<file path="src/include/cic_defs.svh">
// What this block does
// RQ1: Filter passes level after N valid samples
// RQ2: Code 0000 means unfiltered system clock sampling
// RQ3: Codes 1-3 use input clock, N 2/4/8
// RQ4: Codes 4-9 use dead-time clock /2/4/8, N 6/8
// RQ5: Codes 10-15 use /16 or /32, N 5/6/8
// RQ6: Prescaler passes every 1, 2, 4, 8 events
// RQ7: Disabled channel clears its prescaler count
// RQ8: Select 00 makes channel an output
// RQ9: Channels 0/1: 01 own, 10 partner input
// RQ10: Channels 2/3: 01 own, 10 partner input
// RQ11: Select 11 routes trigger edge signal
// RQ12: Select field writable only while channel disabled
// RQ13: Filter 3:0, select 17:16, prescale 19:18
// RQ14: Channel 0 may use XOR of three pins
// RQ15: Agreeing sample restarts filter count
// RQ16: Reserved bits read zero, ignore writes
`ifndef CIC_DEFS_SVH
`define CIC_DEFS_SVH
`define CIC_OFS_CHAN0_CFG   8'h20
`define CIC_OFS_CHAN1_CFG   8'h24
`define CIC_OFS_CHAN2_CFG   8'h28
`define CIC_OFS_CHAN3_CFG   8'h2c
`define CIC_OFS_CHAN_ENABLE 8'h30
`define CIC_OFS_STATUS      8'h34
`define CIC_FILT_LSB        0
`define CIC_SEL_LSB         16
`define CIC_PSC_LSB         18
`define CIC_XOR_BIT         31
`define CIC_CFG_MASK        32'h000f_000f
`define CIC_CFG_MASK_CH0    32'h800f_000f
`define CIC_CFG_RESET       32'h0000_0000
`endif

</file>
<file path="src/include/cic_pkg.sv">
package cic_pkg;
    typedef logic [3:0] cic_filter_type;
    typedef enum logic [1:0] {CIC_SEL_OUTPUT, CIC_SEL_OWN, CIC_SEL_PARTNER, CIC_SEL_TRIGGER} cic_select_type;
    typedef enum logic [0:0] {CIC_ST_IDLE, CIC_ST_RUN} cic_ready_type;
endpackage : cic_pkg

</file>
<file path="src/hdl/cic_filter.sv">
`timescale 1ns/1ps
`default_nettype none
`include "cic_defs.svh"
// One channel's digital filter: sample tick selection, N-agreement counter.
module cic_filter
    import cic_pkg::*;
(
    input  wire logic           ref_clk,
    input  wire logic           rst_n,
    input  wire logic           raw_in,
    input  wire logic           clkin_tick,
    input  wire logic [5:0]     dts_tick,
    input  wire cic_filter_type setting,
    output logic                filtered
);
    typedef struct packed {
        logic       level;
        logic [3:0] count;
    } cic_filt_state_type;

    cic_filt_state_type state;
    cic_filt_state_type next_state;
    logic               tick;
    logic [3:0]         need;

    // ------------------------------------------------------------
    // Sample rate and N per code
    // ------------------------------------------------------------
    always_comb begin
        tick = 1'b0;
        need = 4'h1;
        case (setting)
            4'h0: begin tick = 1'b1;        need = 4'h1; end // RQ2
            4'h1: begin tick = clkin_tick;  need = 4'h2; end // RQ3
            4'h2: begin tick = clkin_tick;  need = 4'h4; end // RQ3
            4'h3: begin tick = clkin_tick;  need = 4'h8; end // RQ3
            4'h4: begin tick = dts_tick[1]; need = 4'h6; end // RQ4
            4'h5: begin tick = dts_tick[1]; need = 4'h8; end // RQ4
            4'h6: begin tick = dts_tick[2]; need = 4'h6; end // RQ4
            4'h7: begin tick = dts_tick[2]; need = 4'h8; end // RQ4
            4'h8: begin tick = dts_tick[3]; need = 4'h6; end // RQ4
            4'h9: begin tick = dts_tick[3]; need = 4'h8; end // RQ4
            4'ha: begin tick = dts_tick[4]; need = 4'h5; end // RQ5
            4'hb: begin tick = dts_tick[4]; need = 4'h6; end // RQ5
            4'hc: begin tick = dts_tick[4]; need = 4'h8; end // RQ5
            4'hd: begin tick = dts_tick[5]; need = 4'h5; end // RQ5
            4'he: begin tick = dts_tick[5]; need = 4'h6; end // RQ5
            default: begin tick = dts_tick[5]; need = 4'h8; end // RQ5
        endcase
    end

    always_comb begin
        next_state = state;
        if (tick) begin
            if (raw_in == state.level) begin
                next_state.count = 4'h0; // RQ15
            end else if (state.count + 4'h1 >= need) begin
                next_state.level = raw_in; // RQ1
                next_state.count = 4'h0;
            end else begin
                next_state.count = state.count + 4'h1;
            end
        end
    end

    always_ff @(posedge ref_clk or negedge rst_n) begin
        if (!rst_n) begin
            state <= '0;
        end else begin
            state <= next_state;
        end
    end

    assign filtered = state.level;
endmodule : cic_filter
`default_nettype wire

</file>
<file path="src/hdl/cic_top.sv">
`timescale 1ns/1ps
`default_nettype none
`include "cic_defs.svh"
module cic_top
    import cic_pkg::*;
(
    input  wire logic        ref_clk,
    input  wire logic        rst_n,
    input  wire logic [7:0]  reg_addr,
    input  wire logic [31:0] reg_wdata,
    input  wire logic        reg_write,
    input  wire logic        reg_read,
    output logic [31:0]      reg_rdata,
    input  wire logic [3:0]  channel_pin,
    input  wire logic        timer_input_clock_tick,
    input  wire logic        dead_time_sample_clock_tick,
    input  wire logic        trigger_edge_signal,
    output logic [3:0]       capture_event,
    output logic [3:0]       channel_is_output,
    output logic [3:0]       channel_filtered
);
    typedef struct packed {
        logic [3:0][31:0] cfg;
        logic [3:0]       enable;
        logic [3:0][2:0]  psc_count;
        logic [3:0]       prev_sel;
        logic [3:0]       capture;
        logic [4:0]       dts_div;
        logic [5:0]       dts_tick;
        logic [31:0]      rdata;
    } cic_state_type;

    cic_state_type state;
    cic_state_type next_state;

    // ------------------------------------------------------------
    // Register map
    // ------------------------------------------------------------
    localparam logic [7:0] ofs_cfg0   = `CIC_OFS_CHAN0_CFG;
    localparam logic [7:0] ofs_cfg1   = `CIC_OFS_CHAN1_CFG;
    localparam logic [7:0] ofs_cfg2   = `CIC_OFS_CHAN2_CFG;
    localparam logic [7:0] ofs_cfg3   = `CIC_OFS_CHAN3_CFG;
    localparam logic [7:0] ofs_enable = `CIC_OFS_CHAN_ENABLE;
    localparam logic [7:0] ofs_status = `CIC_OFS_STATUS;

    // ------------------------------------------------------------
    // Per-channel nets
    // ------------------------------------------------------------
    // Nets, so each pass of the channel loop drives its own bit
    wire logic [3:0]       raw_in;
    wire logic [3:0]       filt_out;
    wire logic [3:0][3:0]  filt_field;
    wire logic [3:0][1:0]  sel_field;
    wire logic [3:0][1:0]  psc_field;

    wire logic [3:0]       sel_in;
    wire logic [3:0]       sel_rise;

    wire logic [3:0]       cfg_hit;
    wire logic [3:0][31:0] cfg_mask;
    wire logic [3:0][31:0] cfg_next;

    wire logic [3:0][2:0]  psc_limit;
    wire logic [3:0]       psc_wrap;
    wire logic [3:0][2:0]  psc_next;
    wire logic [3:0]       capture_next;

    wire logic [5:1]       dts_fire;

    logic                  chan0_raw;
    logic                  enable_hit;
    logic [31:0]           read_word;

    // ------------------------------------------------------------
    // Channel 0 source
    // ------------------------------------------------------------
    // Three-pin XOR lets one channel see any edge of a hall-type trio
    assign chan0_raw = state.cfg[0][`CIC_XOR_BIT] ?
                       (channel_pin[0] ^ channel_pin[1] ^ channel_pin[2]) : channel_pin[0]; // RQ14

    // ------------------------------------------------------------
    // Dead-time tick dividers
    // ------------------------------------------------------------
    genvar gi;
    genvar gk;

    generate
        for (gk = 1; gk < 6; gk++) begin : g_dts
            // Stage k fires once every 2**k dead-time ticks
            assign dts_fire[gk] = dead_time_sample_clock_tick && (state.dts_div[gk - 1:0] == {gk{1'b1}});
        end
    endgenerate

    // ------------------------------------------------------------
    // Per-channel filter, source select, write mask, prescaler
    // ------------------------------------------------------------
    generate
        for (gi = 0; gi < 4; gi++) begin : g_chan
            logic        sel_pick;
            logic [31:0] mask_pick;
            logic [2:0]  psc_pick;
            logic        capture_pick;

            assign raw_in[gi] = (gi == 0) ? chan0_raw : channel_pin[gi];

            cic_filter u_filter (
                .ref_clk    (ref_clk),
                .rst_n      (rst_n),
                .raw_in     (raw_in[gi]),
                .clkin_tick (timer_input_clock_tick),
                .dts_tick   (state.dts_tick),
                .setting    (filt_field[gi]),
                .filtered   (filt_out[gi])
            );

            assign filt_field[gi] = state.cfg[gi][`CIC_FILT_LSB +: 4]; // RQ13
            assign sel_field[gi]  = state.cfg[gi][`CIC_SEL_LSB +: 2];  // RQ13
            assign psc_field[gi]  = state.cfg[gi][`CIC_PSC_LSB +: 2];  // RQ13

            // Source mux; pairs are 0/1 and 2/3, so the partner is gi xor 1
            always_comb begin
                case (cic_select_type'(sel_field[gi]))
                    CIC_SEL_OWN: begin
                        sel_pick = filt_out[gi]; // RQ9 RQ10
                    end
                    CIC_SEL_PARTNER: begin
                        sel_pick = filt_out[gi ^ 1]; // RQ9 RQ10
                    end
                    CIC_SEL_TRIGGER: begin
                        sel_pick = trigger_edge_signal; // RQ11
                    end
                    default: begin
                        sel_pick = 1'b0; // RQ8
                    end
                endcase
            end
            assign sel_in[gi]   = sel_pick;
            assign sel_rise[gi] = sel_pick & ~state.prev_sel[gi];

            // Select bits open only while the channel is disabled
            assign cfg_hit[gi] = reg_write && (reg_addr == 8'(`CIC_OFS_CHAN0_CFG + 4 * gi));
            always_comb begin
                mask_pick = (gi == 0) ? `CIC_CFG_MASK_CH0 : `CIC_CFG_MASK; // RQ16
                mask_pick[`CIC_SEL_LSB +: 2] = 2'h0;
                if (!state.enable[gi]) begin
                    mask_pick[`CIC_SEL_LSB +: 2] = 2'h3; // RQ12
                end
            end
            assign cfg_mask[gi] = mask_pick;
            assign cfg_next[gi] = cfg_hit[gi] ? ((state.cfg[gi] & ~mask_pick) | (reg_wdata & mask_pick))
                                              : state.cfg[gi];

            // Count wraps at 2**code - 1, so code 00 passes every edge
            assign psc_limit[gi] = 3'((4'h1 << psc_field[gi]) - 4'h1);
            assign psc_wrap[gi]  = state.psc_count[gi] >= psc_limit[gi];
            always_comb begin
                psc_pick     = state.psc_count[gi];
                capture_pick = 1'b0;
                if (!state.enable[gi]) begin
                    psc_pick = 3'h0; // RQ7
                end else if (sel_rise[gi]) begin
                    if (psc_wrap[gi]) begin
                        psc_pick     = 3'h0;
                        capture_pick = sel_field[gi] != 2'h0; // RQ6
                    end else begin
                        psc_pick = state.psc_count[gi] + 3'h1; // RQ6
                    end
                end
            end
            assign psc_next[gi]     = psc_pick;
            assign capture_next[gi] = capture_pick;
        end
    endgenerate

    // ------------------------------------------------------------
    // Next state
    // ------------------------------------------------------------
    // Enable word stands in for the channel control enable bits
    assign enable_hit = reg_write && (reg_addr == ofs_enable);

    always_comb begin
        next_state = state;

        // Divided ticks are registered, one cycle behind the raw tick
        next_state.dts_tick = {dts_fire, dead_time_sample_clock_tick};
        if (dead_time_sample_clock_tick) begin
            next_state.dts_div = state.dts_div + 5'h1;
        end

        // Per-channel registers
        for (int c = 0; c < 4; c++) begin
            next_state.cfg[c]       = cfg_next[c];
            next_state.prev_sel[c]  = sel_in[c];
            next_state.psc_count[c] = psc_next[c];
            next_state.capture[c]   = capture_next[c];
        end

        if (enable_hit) begin
            next_state.enable = reg_wdata[3:0];
        end

        // Read data stand for one cycle only, zero otherwise
        next_state.rdata = '0;
        if (reg_read) begin
            next_state.rdata = read_word;
        end
    end

    // ------------------------------------------------------------
    // Read mux
    // ------------------------------------------------------------
    always_comb begin
        read_word = '0;
        case (reg_addr)
            ofs_cfg0: begin
                read_word = state.cfg[0];
            end
            ofs_cfg1: begin
                read_word = state.cfg[1];
            end
            ofs_cfg2: begin
                read_word = state.cfg[2];
            end
            ofs_cfg3: begin
                read_word = state.cfg[3];
            end
            ofs_enable: begin
                read_word = {28'h0, state.enable};
            end
            ofs_status: begin
                read_word = {28'h0, filt_out};
            end
            default: begin
                read_word = '0; // RQ16
            end
        endcase
    end

    // ------------------------------------------------------------
    // State register
    // ------------------------------------------------------------
    always_ff @(posedge ref_clk or negedge rst_n) begin
        if (!rst_n) begin
            state <= '0;
        end else begin
            state <= next_state;
        end
    end

    // ------------------------------------------------------------
    // Outputs
    // ------------------------------------------------------------
    assign reg_rdata        = state.rdata;
    assign capture_event    = state.capture;
    assign channel_filtered = filt_out;

    // Decoded straight from the register, no extra delay
    always_comb begin
        for (int c = 0; c < 4; c++) begin
            channel_is_output[c] = sel_field[c] == 2'h0; // RQ8
        end
    end
endmodule : cic_top
`default_nettype wire

</file>
<file path="config.mk">
export PLATFORM = sky130hd
export DESIGN_NAME = cic_top
export DESIGN_NICKNAME = d
export VERILOG_FILES = /design/src/include/cic_pkg.sv /design/src/hdl/cic_filter.sv /design/src/hdl/cic_top.sv
export VERILOG_INCLUDE_DIRS = /design/src /design/src/include
export SDC_FILE = /design/constraint.sdc
export NUM_CORES = 1
export LEC_CHECK = 0
export BUFFER_PORTS_ARGS = -buffer_cell sky130_fd_sc_hd__buf_4
export CAP_MARGIN = 20
export CORE_MARGIN = 3
export CORE_UTILIZATION = 40
export CTS_BUF_LIST = sky130_fd_sc_hd__clkbuf_2 sky130_fd_sc_hd__clkbuf_4 sky130_fd_sc_hd__clkbuf_8
export DETAILED_ROUTE_END_ITERATION = 6
export PLACE_DENSITY_LB_ADDON = 0.25
export SLEW_MARGIN = 20
export SYNTH_ARGS = -nofsm -noshare
export SYNTH_HDL_FRONTEND = slang
export SYNTH_HIERARCHICAL = 1
export SYNTH_SLANG_ARGS = --single-unit
</file>
<file path="constraint.sdc">
create_clock -name ref_clk -period 2.1 [get_ports ref_clk]
set_input_delay 0.105 -clock ref_clk [delete_from_list [all_inputs] [get_ports ref_clk]]
set_output_delay 0.105 -clock ref_clk [all_outputs]
set_load 0.05 [all_outputs]
</file>
==> results.md <==
* Maxcap violations at 0
* Number of global-route vias before repair at 4823
* # DRC at 0
* Post-Synthesis Cells at 609
* Wirelength per Cell at 16.4 µm
* R2R Setup Slk at -9 ps
* Worst Setup Path Type: flip-flop to flip-flop
* Num CTS Buffers at 9
* Final worst-path cycle share at 1.00
* Largest net degree at the start of global routing at 52
* Rel. slew slack at 0.532
* Layout Nets at 769
* RSZ-0062 raised after global routing: true
* GRT Util Overall at 0.171
* Status: finished with violations
* Critical Path AT at 2370 ps
* Longest Clk Path Bufs at 2
* Routed Antenna Nets at 0
* Final worst setup slack at -8.81 ps
* Filler cells at 1485
* Avg Synthesized Cell Area at 10.7 µm²
* Initial antenna violation count at 0
* CTS tree: yes
* Pins Over Slew Limit at 0
* Worst Hold Class: input pin to flip-flop
* Crit path launch type: flip-flop
* Die Width at 134 µm
* CP endpoint kind: flip-flop
* Worst Path Required at 2360 ps
* Die area at 17900 µm²
* Port Buf Inserts at 48
* Clk sinks at 96
* Reg clk slew, reported paths at 90 ps
* Pwr dens at 752 nW/µm²
* Worst Skew at 15.5 ps
* Peak supply drop at 0.654 mV
* Critical-path maximum fanout at 6
* Worst Hold Path EP: filt_field[11]
* Worst R2R Start: filt_field[5]
* Worst R2R Path Depth at 9
* Layout cells sized above 1 at 0.340
* H-tree Lvls at 3
* Synth-to-Final Area Change at 15.5%
* Starting DRT DRC Count at 209
* Die H at 134 µm
* Reg2reg end: g_chan[1].u_filter/state[0]
* Core Area at 15900 µm²
* Mapped Area at 6540 µm²
* GRT Residual Overflow at 0
* Final wirelength at 14800 µm
* First-pass iteration count of the detailed router at 4
* GP Congestion at 0.803
* Hold Slack at 30.8 ps
* Final setup vio count at 2
* HP Start: reg_wdata[3]
* First-pass GRT wire length at 24500 µm
* Initial Util at 0.410
* Antenna Cells at 0
* Vias at 4711
* Final min period at 2110 ps
* Leak Pwr at 3.46 nW
* Violated checks: negative setup slack
* Hold Fails Final Rpt at 0
* Fmax at 474 MHz
* Vias/cell at 5.21
* Finished Core Util at 0.474
* Worst-Margin Slew at 702 ps
* Yosys warns at 6
* Row Count at 46
* Boundary Pins at 95
* Clk Latency, worst-skew pair at 380 ps
* Clk root buf: clkbuf_8
* Post-DP HPWL at 11100 µm
* Worst hold path depth at 2
[layout make-up]
class,count,area (µm²),area share
clock buffers,13,160,0.0212
clock inverters,3,25.0,0.00331
inverters,34,128,0.0169
multi-input cells,446,3790,0.502
flip-flops and latches,96,2410,0.320
well taps,216,270,0.0358
repair buffers,96,764,0.101
[critical path, stage by stage, from the launching register on]
cell and delay (ps):
dfrtp_2 460, or2b_1 250, mux2i_1 130, a22oi_1 100, ha_1 300, o21ai_2 60, o2bb2ai_2 140, o211ai_4 210
nor2_2 60, mux2_4 270
[stage by stage]
step	setup TNS, ps	cell area, µm²	std cells	power, mW	setup slack (ps)
final	-17.5	7550	904	5.68	-8.81
after global routing	-627	7550	904	6.10	-150
after CTS	-8.68	7480	903	5.65	-8.68
after detailed placement	-135	7080	868	4.28	-66.4
after global placement	-11.2	7080	868	4.23	-11.2
after floorplan	0	6620	631	3.74	13.6
[sequential cells by signal, summed over array words and instances, names as in the netlist, named ones only]
signal,cells
psc_field,8
g_chan.u_filter/filtered,4
reg_rdata,9
g_chan.u_filter/state,16
state,31
capture_event,4
filt_field,16
[worst max path at each step]
stage,from,end,cells past startpoint
after floorplan,filt_field[9],g_chan[2].u_filter/state[0],10
after global placement,filt_field[11],g_chan[2].u_filter/state[0],9
after detailed placement,filt_field[11],g_chan[2].u_filter/state[0],9
after CTS,filt_field[11],g_chan[2].u_filter/state[0],9
after global routing,filt_field[11],g_chan[2].u_filter/state[0],9
final,filt_field[5],g_chan[1].u_filter/state[0],9
[routing by layer]
metal / vias up / wire [µm] / global-route usage / share of wire
met3: 7 / 725 / 0.0469 / 0.049
met1: 2340 / 6410 / 0.211 / 0.43
met4: 0 / 114 / 0.0383 / 0.0077
met2: 83 / 7540 / 0.298 / 0.51
met5: - / 0 / 0 / 0
li1: 2281 / - / - / -
[where the power goes]
| part | switching, mW | leakage (nW) | internal (mW) |
|---|---|---|---|
| Sequential | 0.302 | 1.30 | 2.05 |
| Clock | 0.667 | 0.0945 | 0.511 |
| Combinational | 1.16 | 2.07 | 0.993 |
[cell usage in the layout (no fill, tap or decap), types with 9 or more instances in the layout]
master         count
inv_1             30
nor2b_1           11
clkbuf_8          10
nand3_1           14
o21ai_0           13
dlygate4sd3_1     11
o21ai_1           10
xor2_1            12
nand4_1           10
ha_1              35
conb_1            23
buf_4             83
mux2i_1           22
mux2_2            36
nor2_1            34
nand2_1           36
dfrtp_1           87
mux2_4            13
dfrtp_2            9
[repair_timing]
item / CTS / global route
resized for setup: 13 / 20
hold endpoints to repair: 74 / 0
pin swaps: 7 / 19
setup endpoints to repair: 7 / 20
hold buffers: 11 / 0
setup buffers: 8 / 1
Power figures use the tool's default switching activity.
